### config.mk
export PLATFORM = sky130hd
export DESIGN_NAME = dps_channel
export DESIGN_NICKNAME = d
export VERILOG_FILES = /design/src/dps_pkg.sv /design/src/dps_if.sv /design/src/dps_channel.sv /design/src/dps_irq.sv /design/src/dps_track.sv
export VERILOG_INCLUDE_DIRS = /design/src /design/src/src
export SDC_FILE = /design/constraint.sdc
export NUM_CORES = 1
export LEC_CHECK = 0
export BUFFER_PORTS_ARGS = -buffer_cell sky130_fd_sc_hd__clkbuf_2
export CAP_MARGIN = 20
export CORE_UTILIZATION = 50
export DETAILED_ROUTE_END_ITERATION = 16
export HOLD_SLACK_MARGIN = 0.15
export PLACE_DENSITY = 0.7
export SYNTH_ARGS = -nofsm -noshare
export SYNTH_HDL_FRONTEND = slang
export SYNTH_SLANG_ARGS = --single-unit
### constraint.sdc
create_clock -name i_clk -period 14.02 [get_ports i_clk]
set_input_delay 2.804 -clock i_clk [delete_from_list [all_inputs] [get_ports i_clk]]
set_output_delay 2.804 -clock i_clk [all_outputs]
set_load 0.01 [all_outputs]
### src/dps_defines.svh
`ifndef DPS_DEFINES_SVH
`define DPS_DEFINES_SVH

// ****************************************************************
// Register offsets (byte addresses on the register port)
// ****************************************************************
`define DPS_ADDR_W 8
`define DPS_OFS_CTRL 8'h00
`define DPS_OFS_DLEN 8'h04
`define DPS_OFS_SPROG 8'h08
`define DPS_OFS_DPROG 8'h0C
`define DPS_OFS_CLEN 8'h10
`define DPS_OFS_CPROG 8'h14
`define DPS_OFS_STAT 8'h18
`define DPS_OFS_MASK 8'h1C

// ****************************************************************
// Field positions and reset values
// ****************************************************************
`define DPS_CTRL_PAT_BIT 0
`define DPS_FLAG_CELL 0
`define DPS_FLAG_BLOCK 1
`define DPS_FLAG_DHALF 2
`define DPS_FLAG_DDONE 3
`define DPS_NUM_FLAGS 4
`define DPS_LEN_RESET 16'h0000
`define DPS_IDX_RESET 16'h0000
`define DPS_FULL_LEN 17'h10000

`endif

### src/dps_pkg.sv
`include "dps_defines.svh"

package dps_pkg;
    typedef logic [15:0] dps_len_t;
    typedef logic [2:0] dps_step_t;
    typedef logic [16:0] dps_lim_t;

    // A stored length of zero stands for the full 64 KiB span.
    function automatic dps_lim_t dps_eff_len(input dps_len_t len);
        return (len == 16'h0000) ? `DPS_FULL_LEN : {1'b0, len};
    endfunction : dps_eff_len
endpackage : dps_pkg

### src/dps_if.sv
interface dps_if;
    logic advance;
    dps_pkg::dps_step_t step;
    logic clear;
    dps_pkg::dps_len_t length;
    dps_pkg::dps_len_t index;
    logic done;
    logic half;

    modport owner (output advance, step, clear, length, input index, done, half);
    modport track (input advance, step, clear, length, output index, done, half);
endinterface : dps_if

### src/dps_channel.sv
// ****************************************************************
// What this block does
// - Destination length 16 bits, zero means 65,536
// - Upper sixteen bits ignore writes, read zero
// - Read-only source byte index, 0 to 65,535
// - Read-only destination byte index, 0 to 65,535
// - Cell length 16 bits, zero means 65,536
// - Cell count: bytes since last cell done or match
// - Pattern match clears source index, cell count
// - Cell-done flag when cell length moved
// - Destination-done flag at destination length
// - Destination-half flag at half destination length
// - Block-done on larger length moved or match
// ****************************************************************
`include "dps_defines.svh"

module dps_channel (
    input wire logic i_clk,                             // System clock, 40 MHz.
    input wire logic i_rst,                             // Synchronous reset, active high.
    input wire logic [`DPS_ADDR_W-1:0] i_addr,          // Register byte address.
    input wire logic [31:0] i_wdata,                    // Write data.
    input wire logic i_wr,                              // Write strobe.
    input wire logic i_rd,                              // Read strobe.
    output logic [31:0] o_rdata,                        // Read data, cycle after strobe.
    input wire logic i_xfer,                            // A bus transfer moved bytes.
    input wire dps_pkg::dps_step_t i_xfer_bytes,        // Bytes moved, 1 to 4.
    input wire logic i_pattern_match,                   // Pattern matched this cycle.
    input wire dps_pkg::dps_len_t i_source_length,      // Source length, zero is 65,536.
    output logic o_block_done,                          // Block finished, one-cycle pulse.
    output logic o_irq                                  // Interrupt, level.
);
    // ****************************************************************
    // Address decode
    // ****************************************************************
    wire logic sel_ctrl = (i_addr == `DPS_OFS_CTRL);
    wire logic sel_dlen = (i_addr == `DPS_OFS_DLEN);
    wire logic sel_sprog = (i_addr == `DPS_OFS_SPROG);
    wire logic sel_dprog = (i_addr == `DPS_OFS_DPROG);
    wire logic sel_clen = (i_addr == `DPS_OFS_CLEN);
    wire logic sel_cprog = (i_addr == `DPS_OFS_CPROG);
    wire logic sel_stat = (i_addr == `DPS_OFS_STAT);
    wire logic sel_mask = (i_addr == `DPS_OFS_MASK);
    wire logic wr_ctrl = i_wr && sel_ctrl;
    wire logic wr_dlen = i_wr && sel_dlen;
    wire logic wr_clen = i_wr && sel_clen;
    wire logic wr_stat = i_wr && sel_stat;
    wire logic wr_mask = i_wr && sel_mask;

    // ****************************************************************
    // Software-written configuration
    // ****************************************************************
    logic pattern_mode;
    dps_pkg::dps_len_t dest_len;
    dps_pkg::dps_len_t cell_len;

    // Only the low half of each length write, and bit 0 of a control write, is kept; the upper half has no storage.
    always_ff @(posedge i_clk)
    begin
        if (i_rst)
        begin
            pattern_mode <= 1'b0;
            dest_len <= `DPS_LEN_RESET;
            cell_len <= `DPS_LEN_RESET;
        end
        else
        begin
            if (wr_ctrl)
            begin
                pattern_mode <= i_wdata[`DPS_CTRL_PAT_BIT];
            end
            if (wr_dlen)
            begin
                dest_len <= i_wdata[15:0];
            end
            if (wr_clen)
            begin
                cell_len <= i_wdata[15:0];
            end
        end
    end

    // ****************************************************************
    // Progress trackers
    // ****************************************************************
    dps_if src_if ();
    dps_if dst_if ();
    dps_if cel_if ();

    wire logic pat_hit = pattern_mode && i_pattern_match;

    assign src_if.advance = i_xfer;
    assign src_if.step = i_xfer_bytes;
    assign src_if.clear = pat_hit;
    assign src_if.length = i_source_length;

    assign dst_if.advance = i_xfer;
    assign dst_if.step = i_xfer_bytes;
    assign dst_if.clear = 1'b0;
    assign dst_if.length = dest_len;

    // The cell count restarts every time a whole cell has moved, which marks the next event.
    assign cel_if.advance = i_xfer;
    assign cel_if.step = i_xfer_bytes;
    assign cel_if.clear = pat_hit;
    assign cel_if.length = cell_len;

    dps_track u_src (
        .i_clk(i_clk),
        .i_rst(i_rst),
        .t(src_if)
    );

    dps_track u_dst (
        .i_clk(i_clk),
        .i_rst(i_rst),
        .t(dst_if)
    );

    dps_track u_cel (
        .i_clk(i_clk),
        .i_rst(i_rst),
        .t(cel_if)
    );

    // ****************************************************************
    // Events and interrupt
    // ****************************************************************
    dps_pkg::dps_lim_t src_lim;
    dps_pkg::dps_lim_t dst_lim;
    logic [`DPS_NUM_FLAGS-1:0] events;
    logic [`DPS_NUM_FLAGS-1:0] status;
    logic [`DPS_NUM_FLAGS-1:0] mask;
    logic [`DPS_NUM_FLAGS-1:0] stat_clear;

    assign src_lim = dps_pkg::dps_eff_len(i_source_length);
    assign dst_lim = dps_pkg::dps_eff_len(dest_len);

    // The side with the longer span finishes last, so its wrap ends the block.
    wire logic block_ev = pat_hit || ((src_lim > dst_lim) ? src_if.done : dst_if.done);

    assign events[`DPS_FLAG_CELL] = cel_if.done;
    assign events[`DPS_FLAG_BLOCK] = block_ev;
    assign events[`DPS_FLAG_DHALF] = dst_if.half;
    assign events[`DPS_FLAG_DDONE] = dst_if.done;
    assign stat_clear = wr_stat ? i_wdata[`DPS_NUM_FLAGS-1:0] : '0;

    dps_irq #(
        .N(`DPS_NUM_FLAGS)
    ) u_irq (
        .i_clk(i_clk),
        .i_rst(i_rst),
        .i_event(events),
        .i_clear(stat_clear),
        .i_mask_we(wr_mask),
        .i_mask_wdata(i_wdata[`DPS_NUM_FLAGS-1:0]),
        .o_status(status),
        .o_mask(mask),
        .o_irq(o_irq)
    );

    // ****************************************************************
    // Read path
    // ****************************************************************
    logic [31:0] rd_word;

    assign rd_word = sel_ctrl ? {31'h0000_0000, pattern_mode}
        : sel_dlen ? {16'h0000, dest_len}
        : sel_sprog ? {16'h0000, src_if.index}
        : sel_dprog ? {16'h0000, dst_if.index}
        : sel_clen ? {16'h0000, cell_len}
        : sel_cprog ? {16'h0000, cel_if.index}
        : sel_stat ? {28'h000_0000, status}
        : sel_mask ? {28'h000_0000, mask}
        : 32'h0000_0000;

    // Data is held only for the cycle after a read, so stale words never linger on the bus.
    always_ff @(posedge i_clk)
    begin
        if (i_rst)
        begin
            o_rdata <= 32'h0000_0000;
            o_block_done <= 1'b0;
        end
        else
        begin
            o_rdata <= i_rd ? rd_word : 32'h0000_0000;
            o_block_done <= block_ev;
        end
    end

    // ****************************************************************
    // Per-flag status checks
    // ****************************************************************
    // An event must win over a clear in the same cycle, and a set bit may drop only on a clear.
    for (genvar f = 0; f < `DPS_NUM_FLAGS; f++)
    begin : g_flag

    end
endmodule : dps_channel

### src/dps_irq.sv
module dps_irq #(
    parameter int N = 4
) (
    input wire logic i_clk,                 // System clock.
    input wire logic i_rst,                 // Synchronous reset, active high.
    input wire logic [N-1:0] i_event,       // One-cycle event pulses.
    input wire logic [N-1:0] i_clear,       // Ones clear status bits.
    input wire logic i_mask_we,             // Mask write strobe.
    input wire logic [N-1:0] i_mask_wdata,  // New mask value.
    output logic [N-1:0] o_status,          // Sticky status bits.
    output logic [N-1:0] o_mask,            // Interrupt mask.
    output logic o_irq                      // Level interrupt.
);
    logic [N-1:0] next_status;
    logic [N-1:0] next_mask;

    // A new event outranks a clear that lands in the same cycle.
    assign next_status = (o_status & ~i_clear) | i_event;
    assign next_mask = i_mask_we ? i_mask_wdata : o_mask;

    always_ff @(posedge i_clk)
    begin
        if (i_rst)
        begin
            o_status <= '0;
            o_mask <= '0;
            o_irq <= 1'b0;
        end
        else
        begin
            o_status <= next_status;
            o_mask <= next_mask;
            o_irq <= |(next_status & next_mask);
        end
    end
endmodule : dps_irq

### src/dps_track.sv
`include "dps_defines.svh"

module dps_track (
    input wire logic i_clk, // System clock.
    input wire logic i_rst, // Synchronous reset, active high.
    dps_if.track t          // Progress channel.
);
    dps_pkg::dps_lim_t lim;
    dps_pkg::dps_lim_t mid;
    dps_pkg::dps_lim_t sum;

    assign lim = dps_pkg::dps_eff_len(t.length);
    assign mid = {1'b0, lim[16:1]};
    assign sum = {1'b0, t.index} + {14'h0, t.step};
    assign t.done = t.advance && !t.clear && (sum >= lim);
    assign t.half = t.advance && !t.clear && ({1'b0, t.index} < mid) && (sum >= mid);

    // A clear beats a transfer in the same cycle, so a match never leaves a stale count.
    always_ff @(posedge i_clk)
    begin
        if (i_rst || t.clear)
        begin
            t.index <= `DPS_IDX_RESET;
        end
        else if (t.done)
        begin
            t.index <= `DPS_IDX_RESET;
        end
        else if (t.advance)
        begin
            t.index <= sum[15:0];
        end
    end
endmodule : dps_track
==> summary.md, run 1 <==
| Metric | Value |
|---|---|
| Post-Synth Simple-Gate Area | 19.4% |
| Post-layout util | 55.8% |
| Gpl congestion | 0.874 |
| Fin. Hold Viols | 0 |
| Core box area | roughly 15000 µm² |
| Switching share of power | roughly 30% |
| Wirelength, routed | roughly 22000 µm |
| Clock slew at reported path FFs | 0.08 ns |
| Period utilisation layout | 49.0% |
| CTS sink count | 107 |
| Vias in the first global route | roughly 6500 |
| Worst-Skew Late Latency | between 0.3 and 0.4 ns |
| DP HPWL | ~17000 µm |
| Row count | 45 |
| Worst setup endpoint | u_src.t.index[7]$_SDFFE_PP0P_ |
| Top_reg_cell synth | dfxtp_1 |
| Multi-input gate area | between 5000 and 6000 µm² |
| Syn Std Cell Area | about 7900 µm² |
| Initial antenna violation count | 0 |
| Cell Int Power | ~0.5 mW |
| Largest net degree at the start of global routing | 52 |
| Die ar. | about 16000 µm² |
| Die W | between 100 and 150 µm |
| Largest family of logic cells by synthesized area | simple AND/OR/NAND/NOR gates |
| Num CTS Buffers | 9 |
| Crit path time final | 6.87 ns |
| Worst min path class | reg2reg |
| Root Driver | clkbuf_16 |
| I/O pins | just under 100 |
| Max rail drop VDD | 87.6 µV |
| Combinational Power Share | roughly a fifth |
| Slew Limit Fails | 0 |
| Synth-to-Final Area Change | 8.32% |
| Layout cells sized above 1 | about 10% |
| Drt wl/cell | 18.4 µm |
| Post-synth cell types | 72 |
| Vias per cell | around 6 |
| 1st-iter DRT viols | around 650 |
| Pwr/cell area | around 86 nW/µm² |
| Die Ht | about 130 µm |
| Setup TNS | 0 ns |
| Crit path max fanout | 16 |
| Worst Skew | ~0.013 ns |
| Clk pwr share | a little under two fifths |
| Initial Utilization | between 50% and 60% |
| Router iterations before antenna repair | 9 |
| Register-to-register setup slack | ~9.4 ns |
| Worst rel slew slack | between 40 and 50% |
| Post-CTS Resized | 0 |
| Crit path kind | in2reg |
| EDFF count, synth | 0 |
| Count of antenna-violating nets left after detailed routing | 0 |
| FILL cells | around 1500 |
| Layout Nets | 1168 |
| Worst EP arrival | 7.16 ns |
| Grt ovf | 0 |
| Leak pwr | approximately 3.7 nW |
| Synth Register Bits | between 100 and 150 |
| XOR/XNOR Fraction of Synth Area | approximately 8.0% |
| Adder and majority cell fraction of the synthesized area | between 15 and 20% |
| Compound-cell area share of the yosys netlist | around a fifth |
| Worst-Margin Slew | between 0.7 and 0.8 ns |
| Worst setup EP type | register |
| Crit path required time | roughly 14 ns |
| I/O Buffers | 66 |
| RR Endpoint | u_cel.t.index[1]$_SDFFE_PP0P_ |
| H-tree Lvls | 3 |
| Sequential area share after synthesis | 27.2% |
| Via count | approximately 7000 |
| Antenna cells | 0 |
| RSZ-0062 raised after global routing | no |
| TritonCTS clock tree | built |
| Status | complete, no violations |
| Post-CTS Repair Setup Buffers | 0 |
| All-layer global routing usage | about 28% |
| Sequential Power Share | between 40 and 50% |
| Maximum clock path buffer count | 2 |
| # Max-Cap Violations | 0 |
| Mux cell area share after synthesis | 1.15% |
| FF-to-FF Start | u_cel.t.index[0]$_SDFFE_PP0P_ |
| First-pass GRT wire length | 34500 µm |
| Fmax | 0.146 GHz |
| Worst Setup Start Kind | primary input |
| Reg area | between 2000 and 2500 µm² |
| Critical path startpoint | i_xfer_bytes[0] |
| FF-to-FF path depth | 19 |
| # DRC | 0 |
| Async S/R FF share, synth | 0% |
| P_sw | between 0.2 and 0.25 mW |
| Cells after Synth | ~1000 |
| Syn avg cell area | roughly 8.1 µm² |
| Ys Warns | 0 |
| Setup violators final | 0 |
| Hold_buf cts | 0 |
-- kinds of logic after synthesis --
kind of cell | count (synthesis)
AND/OR/NAND/NOR | 315
AO/OA/AOI/OAI | 219
buffers and inverters | 142
adder cells (fa/ha/maj) | 109
flip-flops | 107
XOR/XNOR | 69
multiplexers | 9
other | 1
-- area by class of cell --
type                       count  area share, %
timing repair buffer          72           4.45
clock buffer                  10           2.69
inverter                      69           3.04
tap                          211           3.10
multi-input combinational    737           60.7
clock inverter                 6          0.837
sequential                   107           25.1
-- metal layers --
metal / up-vias / wire length (µm) / share of wire [%] / global-route usage (%)
met2: 312 / 9630 / 43 / 42.7
met4: 0 / 507 / 2.3 / 8.75
met3: 39 / 1870 / 8.4 / 5.57
met5: - / 0 / 0 / 0
li1: 3459 / - / - / -
met1: 3369 / 10300 / 46 / 39.0
-- Yosys cell counts, types with 2 or more instances --
cell | n | area [µm²]
xor2_1 | 48 | 420
a22oi_1 | 21 | 158
o21ai_0 | 16 | 80.1
o21a_1 | 6 | 45.0
a211o_1 | 2 | 17.5
inv_1 | 69 | 259
and4_1 | 4 | 35.0
ha_1 | 104 | 1300
a21oi_1 | 82 | 410
nand2b_1 | 11 | 68.8
nor2b_1 | 9 | 56.3
nor3_1 | 11 | 55.1
nor2_1 | 56 | 210
nand3b_1 | 2 | 15.0
a222oi_1 | 13 | 130
buf_4 | 16 | 120
or3_1 | 4 | 25.0
nand4_1 | 18 | 113
mux2i_1 | 9 | 90.1
nand2_1 | 127 | 477
dfxtp_1 | 107 | 2140
nand3_1 | 23 | 115
or2_2 | 4 | 25.0
buf_1 | 3 | 11.3
o31ai_1 | 2 | 15.0
fa_1 | 3 | 60.1
and2_1 | 2 | 12.5
xnor2_1 | 19 | 166
buf_2 | 5 | 25.0
o2111ai_1 | 2 | 17.5
nor4_1 | 16 | 100
clkbuf_1 | 46 | 173
a311oi_1 | 2 | 17.5
a32oi_1 | 2 | 17.5
a21o_1 | 21 | 158
maj3_1 | 2 | 20.0
a22o_1 | 9 | 78.8
a31oi_1 | 13 | 81.3
and3_1 | 18 | 113
clkbuf_2 | 2 | 10.0
o211ai_1 | 5 | 37.5
a211oi_1 | 6 | 45.0
a221oi_1 | 2 | 17.5
-- power groups by stage --
stage	Clock, mW	Sequential (mW)	Combinational (mW)
floorplan	0	0.319	0.108
global placement	0	0.326	0.135
detailed placement	0	0.326	0.138
CTS	0.271	0.319	0.139
global route	0.283	0.320	0.157
finish	0.269	0.319	0.142
-- flip-flops by register name (all words and copies together), names as in the netlist --
name            flops
cel_if.length      16
dest_len           16
o_rdata            16
u_cel.t.index      16
u_dst.t.index      16
u_src.t.index      16
u_irq.o_mask        4
u_irq.o_status      4
o_block_done        1
pattern_mode        1
u_irq.o_irq         1
-- through the flow --
step	power, mW	instances	instance area [µm²]	setup slack [ns]	hold slack, ns
6_report	0.729	1212	8520	7.15	0.501
5_1_grt	0.759	1212	8520	6.80	0.513
4_1_cts	0.728	1210	8500	7.11	0.496
3_5_place_dp	0.464	1194	8200	6.75	0.483
3_3_place_gp	0.461	1194	8200	6.76	0.476
2_1_floorplan	0.427	986	7920	7.63	0.455
-- critical path, cell delays in order --
cell	delay (ns)
clkbuf_2	0.14
ha_1	0.24
fa_1	0.40
a21oi_1	0.29
and4b_1	0.28
and3_1	0.23
and3_1	0.23
and3_1	0.22
and3_1	0.22
and3_1	0.20
ha_1	0.28
o21ai_0	0.07
a21oi_1	0.12
o31ai_1	0.07
o21ai_0	0.11
a31oi_1	0.45
nand2_1	0.55
nor2_1	0.23
-- cell usage in the layout, fill, tap and decap left out, drive strengths merged, types with 9 or more instances in the layout --
cell    instances
nand2         128
dfxtp         107
ha            104
a21oi          83
clkbuf         76
inv            72
nor2           56
xor2           49
nand3          24
a21o           21
a22oi          21
xnor2          20
nand4          19
and3           18
o21ai          17
nor4           16
conb           16
a222oi         13
a31oi          13
nor3           12
nand2b         11
a22o           10
nor2b           9
mux2i           9
-- how the worst min path moves through the flow --
stage                                  start                       endpoint  slack [ns]  depth (start not counted)
2_1_floorplan     u_irq.o_mask[1]$_SDFF_PP0_     u_irq.o_mask[1]$_SDFF_PP0_        0.45                          2
3_3_place_gp   cel_if.length[4]$_SDFFE_PP0P_  cel_if.length[4]$_SDFFE_PP0P_        0.48                          2
3_5_place_dp   cel_if.length[4]$_SDFFE_PP0P_  cel_if.length[4]$_SDFFE_PP0P_        0.48                          2
4_1_cts            dest_len[14]$_SDFFE_PP0P_      dest_len[14]$_SDFFE_PP0P_        0.50                          2
5_1_grt             dest_len[5]$_SDFFE_PP0P_       dest_len[5]$_SDFFE_PP0P_        0.51                          2
6_report           dest_len[14]$_SDFFE_PP0P_      dest_len[14]$_SDFFE_PP0P_        0.50                          2
Note: power is estimated with default switching activity, not from simulation.
==> run 2: changes to the inputs <==
--- a/config.mk
+++ b/config.mk
@@ -11,7 +11,7 @@
 export CORE_UTILIZATION = 50
 export DETAILED_ROUTE_END_ITERATION = 16
 export HOLD_SLACK_MARGIN = 0.15
-export PLACE_DENSITY = 0.7
+export PLACE_DENSITY = 0.73
 export SYNTH_ARGS = -nofsm -noshare
 export SYNTH_HDL_FRONTEND = slang
 export SYNTH_SLANG_ARGS = --single-unit
==> constraint.sdc (replaced) <==
create_clock -name i_clk -period 5.6 [get_ports i_clk]
set_input_delay 1.12 -clock i_clk [delete_from_list [all_inputs] [get_ports i_clk]]
set_output_delay 1.12 -clock i_clk [all_outputs]
set_load 0.01 [all_outputs]
==> run 2 against run 1 <==
Effect of this change:
- clock power rose to 2.5 times the previous value
- first-iteration DRC count increased by 25%
- via count shrank 0.60%
- critical path type unchanged
- sequential share of layout area fell by 0.19 points
- utilization rose by 0.43 points
- final area increased by 0.76%
- combinational power rose to 2.5 times the previous value
- highest routed layer unchanged
==> summary.md, run 2 (synthesized netlist as in run 1, its figures left out) <==
| Metric | Value |
|---|---|
| Status | complete, no violations |
| Worst-Margin Slew | 1.10 ns (+0.302 ns) |
| WHS Endpoint | dest_len[7]$_SDFFE_PP0P_ |
| Root Driver | clkbuf_16 |
| Worst-Skew Late Latency | 0.36 ns (about the same) |
| Drt wl/cell | 18.0 µm (-2.1%) |
| Synth-to-Final Area Change | 9.15% |
| Worst EP arrival | 5.37 ns (-1.79 ns) |
| Num CTS Buffers | 9 (unchanged) |
| Most frequent cells in the layout | 127 x nand2_1, 107 x dfxtp_1, 104 x ha_1 |
| Grt ovf | 0 (unchanged) |
| Count of antenna-violating nets left after detailed routing | 0 (unchanged) |
| Row count | 45 (unchanged) |
| Worst Skew | 0.00580 ns (-0.00672 ns) |
| Crit path required time | 5.84 ns (-8.47 ns) |
| Setup TNS | 0 ns (unchanged) |
| Worst Hold Launch | dest_len[7]$_SDFFE_PP0P_ |
| Period utilisation layout | 91.6% |
| Slew Limit Fails | 0 (unchanged) |
| Hold_buf cts | 0 (unchanged) |
| Fmax | around 0.2 GHz |
| Layout Nets | 1175 (+0.60%) |
| Vias in the first global route | 6542 (+0.28%) |
| Core box area | 15300 µm² (unchanged) |
| Die Ht | 127 µm (unchanged) |
| Post-layout util | 56.3% (+0.43 points) |
| Slowest CP cell | fa_1 |
| Pwr/cell area | 213 nW/µm² (+150%) |
| Most common cell after layout, fill and taps aside | nand2_1 |
| Gpl congestion | 0.931 (+6.5%) |
| Leak pwr | 3.79 nW (+1.1%) |
| Max rail drop VDD | 178 µV (+100%) |
| CTS sink count | 107 (unchanged) |
| Layout cells sized above 1 | 11.0% (+0.72 points) |
| Crit-path leading delay family | compound AO/OA/AOI/OAI gates |
| Crit path max fanout | 3 (-13) |
| Worst Setup Start Kind | primary input |
| Crit-path most repeated cell | and3_1 |
| # DRC | 0 (unchanged) |
| All-layer global routing usage | 27.9% (+0.097 points) |
| 1st-iter DRT viols | 814 (+25%) |
| Worst min path class | reg2reg |
| Maximum clock path buffer count | 2 (unchanged) |
| FILL cells | 1419 (-2.8%) |
| CP Cell Sequence | clkbuf_2, ha_1, inv_1, fa_1, nor2b_1, o2111a_1, and3_1, and3_1, and3_1, and3_1, xor2_1, ha_1, a211o_1, a21oi_1, o311ai_0, o21ai_0, nand2_1, a32oi_1, o221a_1, o221ai_2 |
| Post-CTS Resized | 0 (unchanged) |
| Worst path bufs/invs | 2 (+1) |
| Worst Hold Path Cells | 2 (unchanged) |
| Vias per cell | 5.85 (-1.2%) |
| Largest net degree at the start of global routing | 52 (unchanged) |
| Wirelength, routed | 21900 µm (-1.6%) |
| Router iterations before antenna repair | 8 (-1) |
| Hold slack final | 0.493 ns (-0.00740 ns) |
| Via count | 7136 (-0.60%) |
| H-tree Lvls | 3 (unchanged) |
| DP HPWL | 17100 µm (-0.74%) |
| First-pass GRT wire length | 34800 µm (+0.64%) |
| RSZ-0062 raised after global routing | no |
| Worst rel slew slack | 26.6% (-20 points) |
| Post-CTS Repair Setup Buffers | 0 (unchanged) |
| Initial Utilization | 51.6% (unchanged) |
| Crit path kind | in2reg |
| FF-to-FF path depth | 19 (unchanged) |
| FF-to-FF Start | u_cel.t.index[0]$_SDFFE_PP0P_ |
| # Max-Cap Violations | 0 (unchanged) |
| Fin. Hold Viols | 0 (unchanged) |
| I/O pins | 99 (unchanged) |
| RR Endpoint | u_irq.o_irq$_SDFF_PP0_ |
| Crit path time final | ~5.1 ns |
| I/O Buffers | 66 (unchanged) |
| Antenna cells | 0 (unchanged) |
| Register-to-register setup slack | 1.00 ns (-8.38 ns) |
| TritonCTS clock tree | built |
| Initial antenna violation count | 0 (unchanged) |
| Worst setup EP type | register |
| Clock slew at reported path FFs | 0.08 ns (about the same) |
| Setup violators final | 0 (unchanged) |
| Die ar. | 16200 µm² (unchanged) |
| CP max stage delay | 0.40 ns (-0.15 ns) |
| Die W | 127 µm (unchanged) |
[run 2: how the worst max path moves through the flow]
stage                    start                endpoint  slack [ns]  depth (start not counted)
2_1_floorplan  i_xfer_bytes[0]  u_irq.o_irq$_SDFF_PP0_        0.89                         19
3_3_place_gp   i_xfer_bytes[0]  u_irq.o_irq$_SDFF_PP0_        0.24                         20
3_5_place_dp   i_xfer_bytes[0]  u_irq.o_irq$_SDFF_PP0_        0.21                         20
4_1_cts        i_xfer_bytes[0]  u_irq.o_irq$_SDFF_PP0_        0.51                         20
5_1_grt        i_xfer_bytes[0]  u_irq.o_irq$_SDFF_PP0_        0.14                         20
6_report       i_xfer_bytes[0]  u_irq.o_irq$_SDFF_PP0_        0.47                         20
[run 2: layout make-up]
type / count / area (µm²) / area share, %
clock buffers: 9 / 225 / 2.62
inverters: 69 / 259 / 3.02
repair buffers: 79 / 432 / 5.03
clock inverters: 7 / 87.6 / 1.02
well taps: 211 / 264 / 3.07
flip-flops and latches: 107 / 2140 / 24.9
multi-input cells: 737 / 5180 / 60.3
[run 2: worst min-delay path: cells and delay by family, from the launching register on]
family             cells  cell delay [ns]
and+or+nand+nor        1             0.06
AOI/OAI and AO/OA      1             0.05
DFF                    1             0.34
[run 2: power by group]
group	internal [mW]	leakage, nW	switching (mW)	total (mW)
sequential	0.774	0.864	0.0250	0.799
combinational	0.156	2.78	0.200	0.356
clock	0.355	0.145	0.323	0.678
[run 2: layer usage]
layer | up-vias | global-route usage (%) | wire, µm | part of all wire, %
met5 | - | 0 | 0 | 0
met4 | 0 | 9.94 | 591 | 2.7
met3 | 37 | 4.27 | 1910 | 8.7
met2 | 318 | 42.4 | 9400 | 43
met1 | 3316 | 39.9 | 10000 | 46
li1 | 3465 | - | - | -
[run 2: stage by stage]
stage | instances | area, µm² | total power [mW] | setup slack (ns)
6_report | 1219 | 8590 | 1.83 | 0.470
5_1_grt | 1219 | 8590 | 1.92 | 0.143
4_1_cts | 1218 | 8570 | 1.84 | 0.514
3_5_place_dp | 1202 | 8260 | 1.16 | 0.208
3_3_place_gp | 1202 | 8260 | 1.16 | 0.242
2_1_floorplan | 986 | 7920 | 1.07 | 0.890
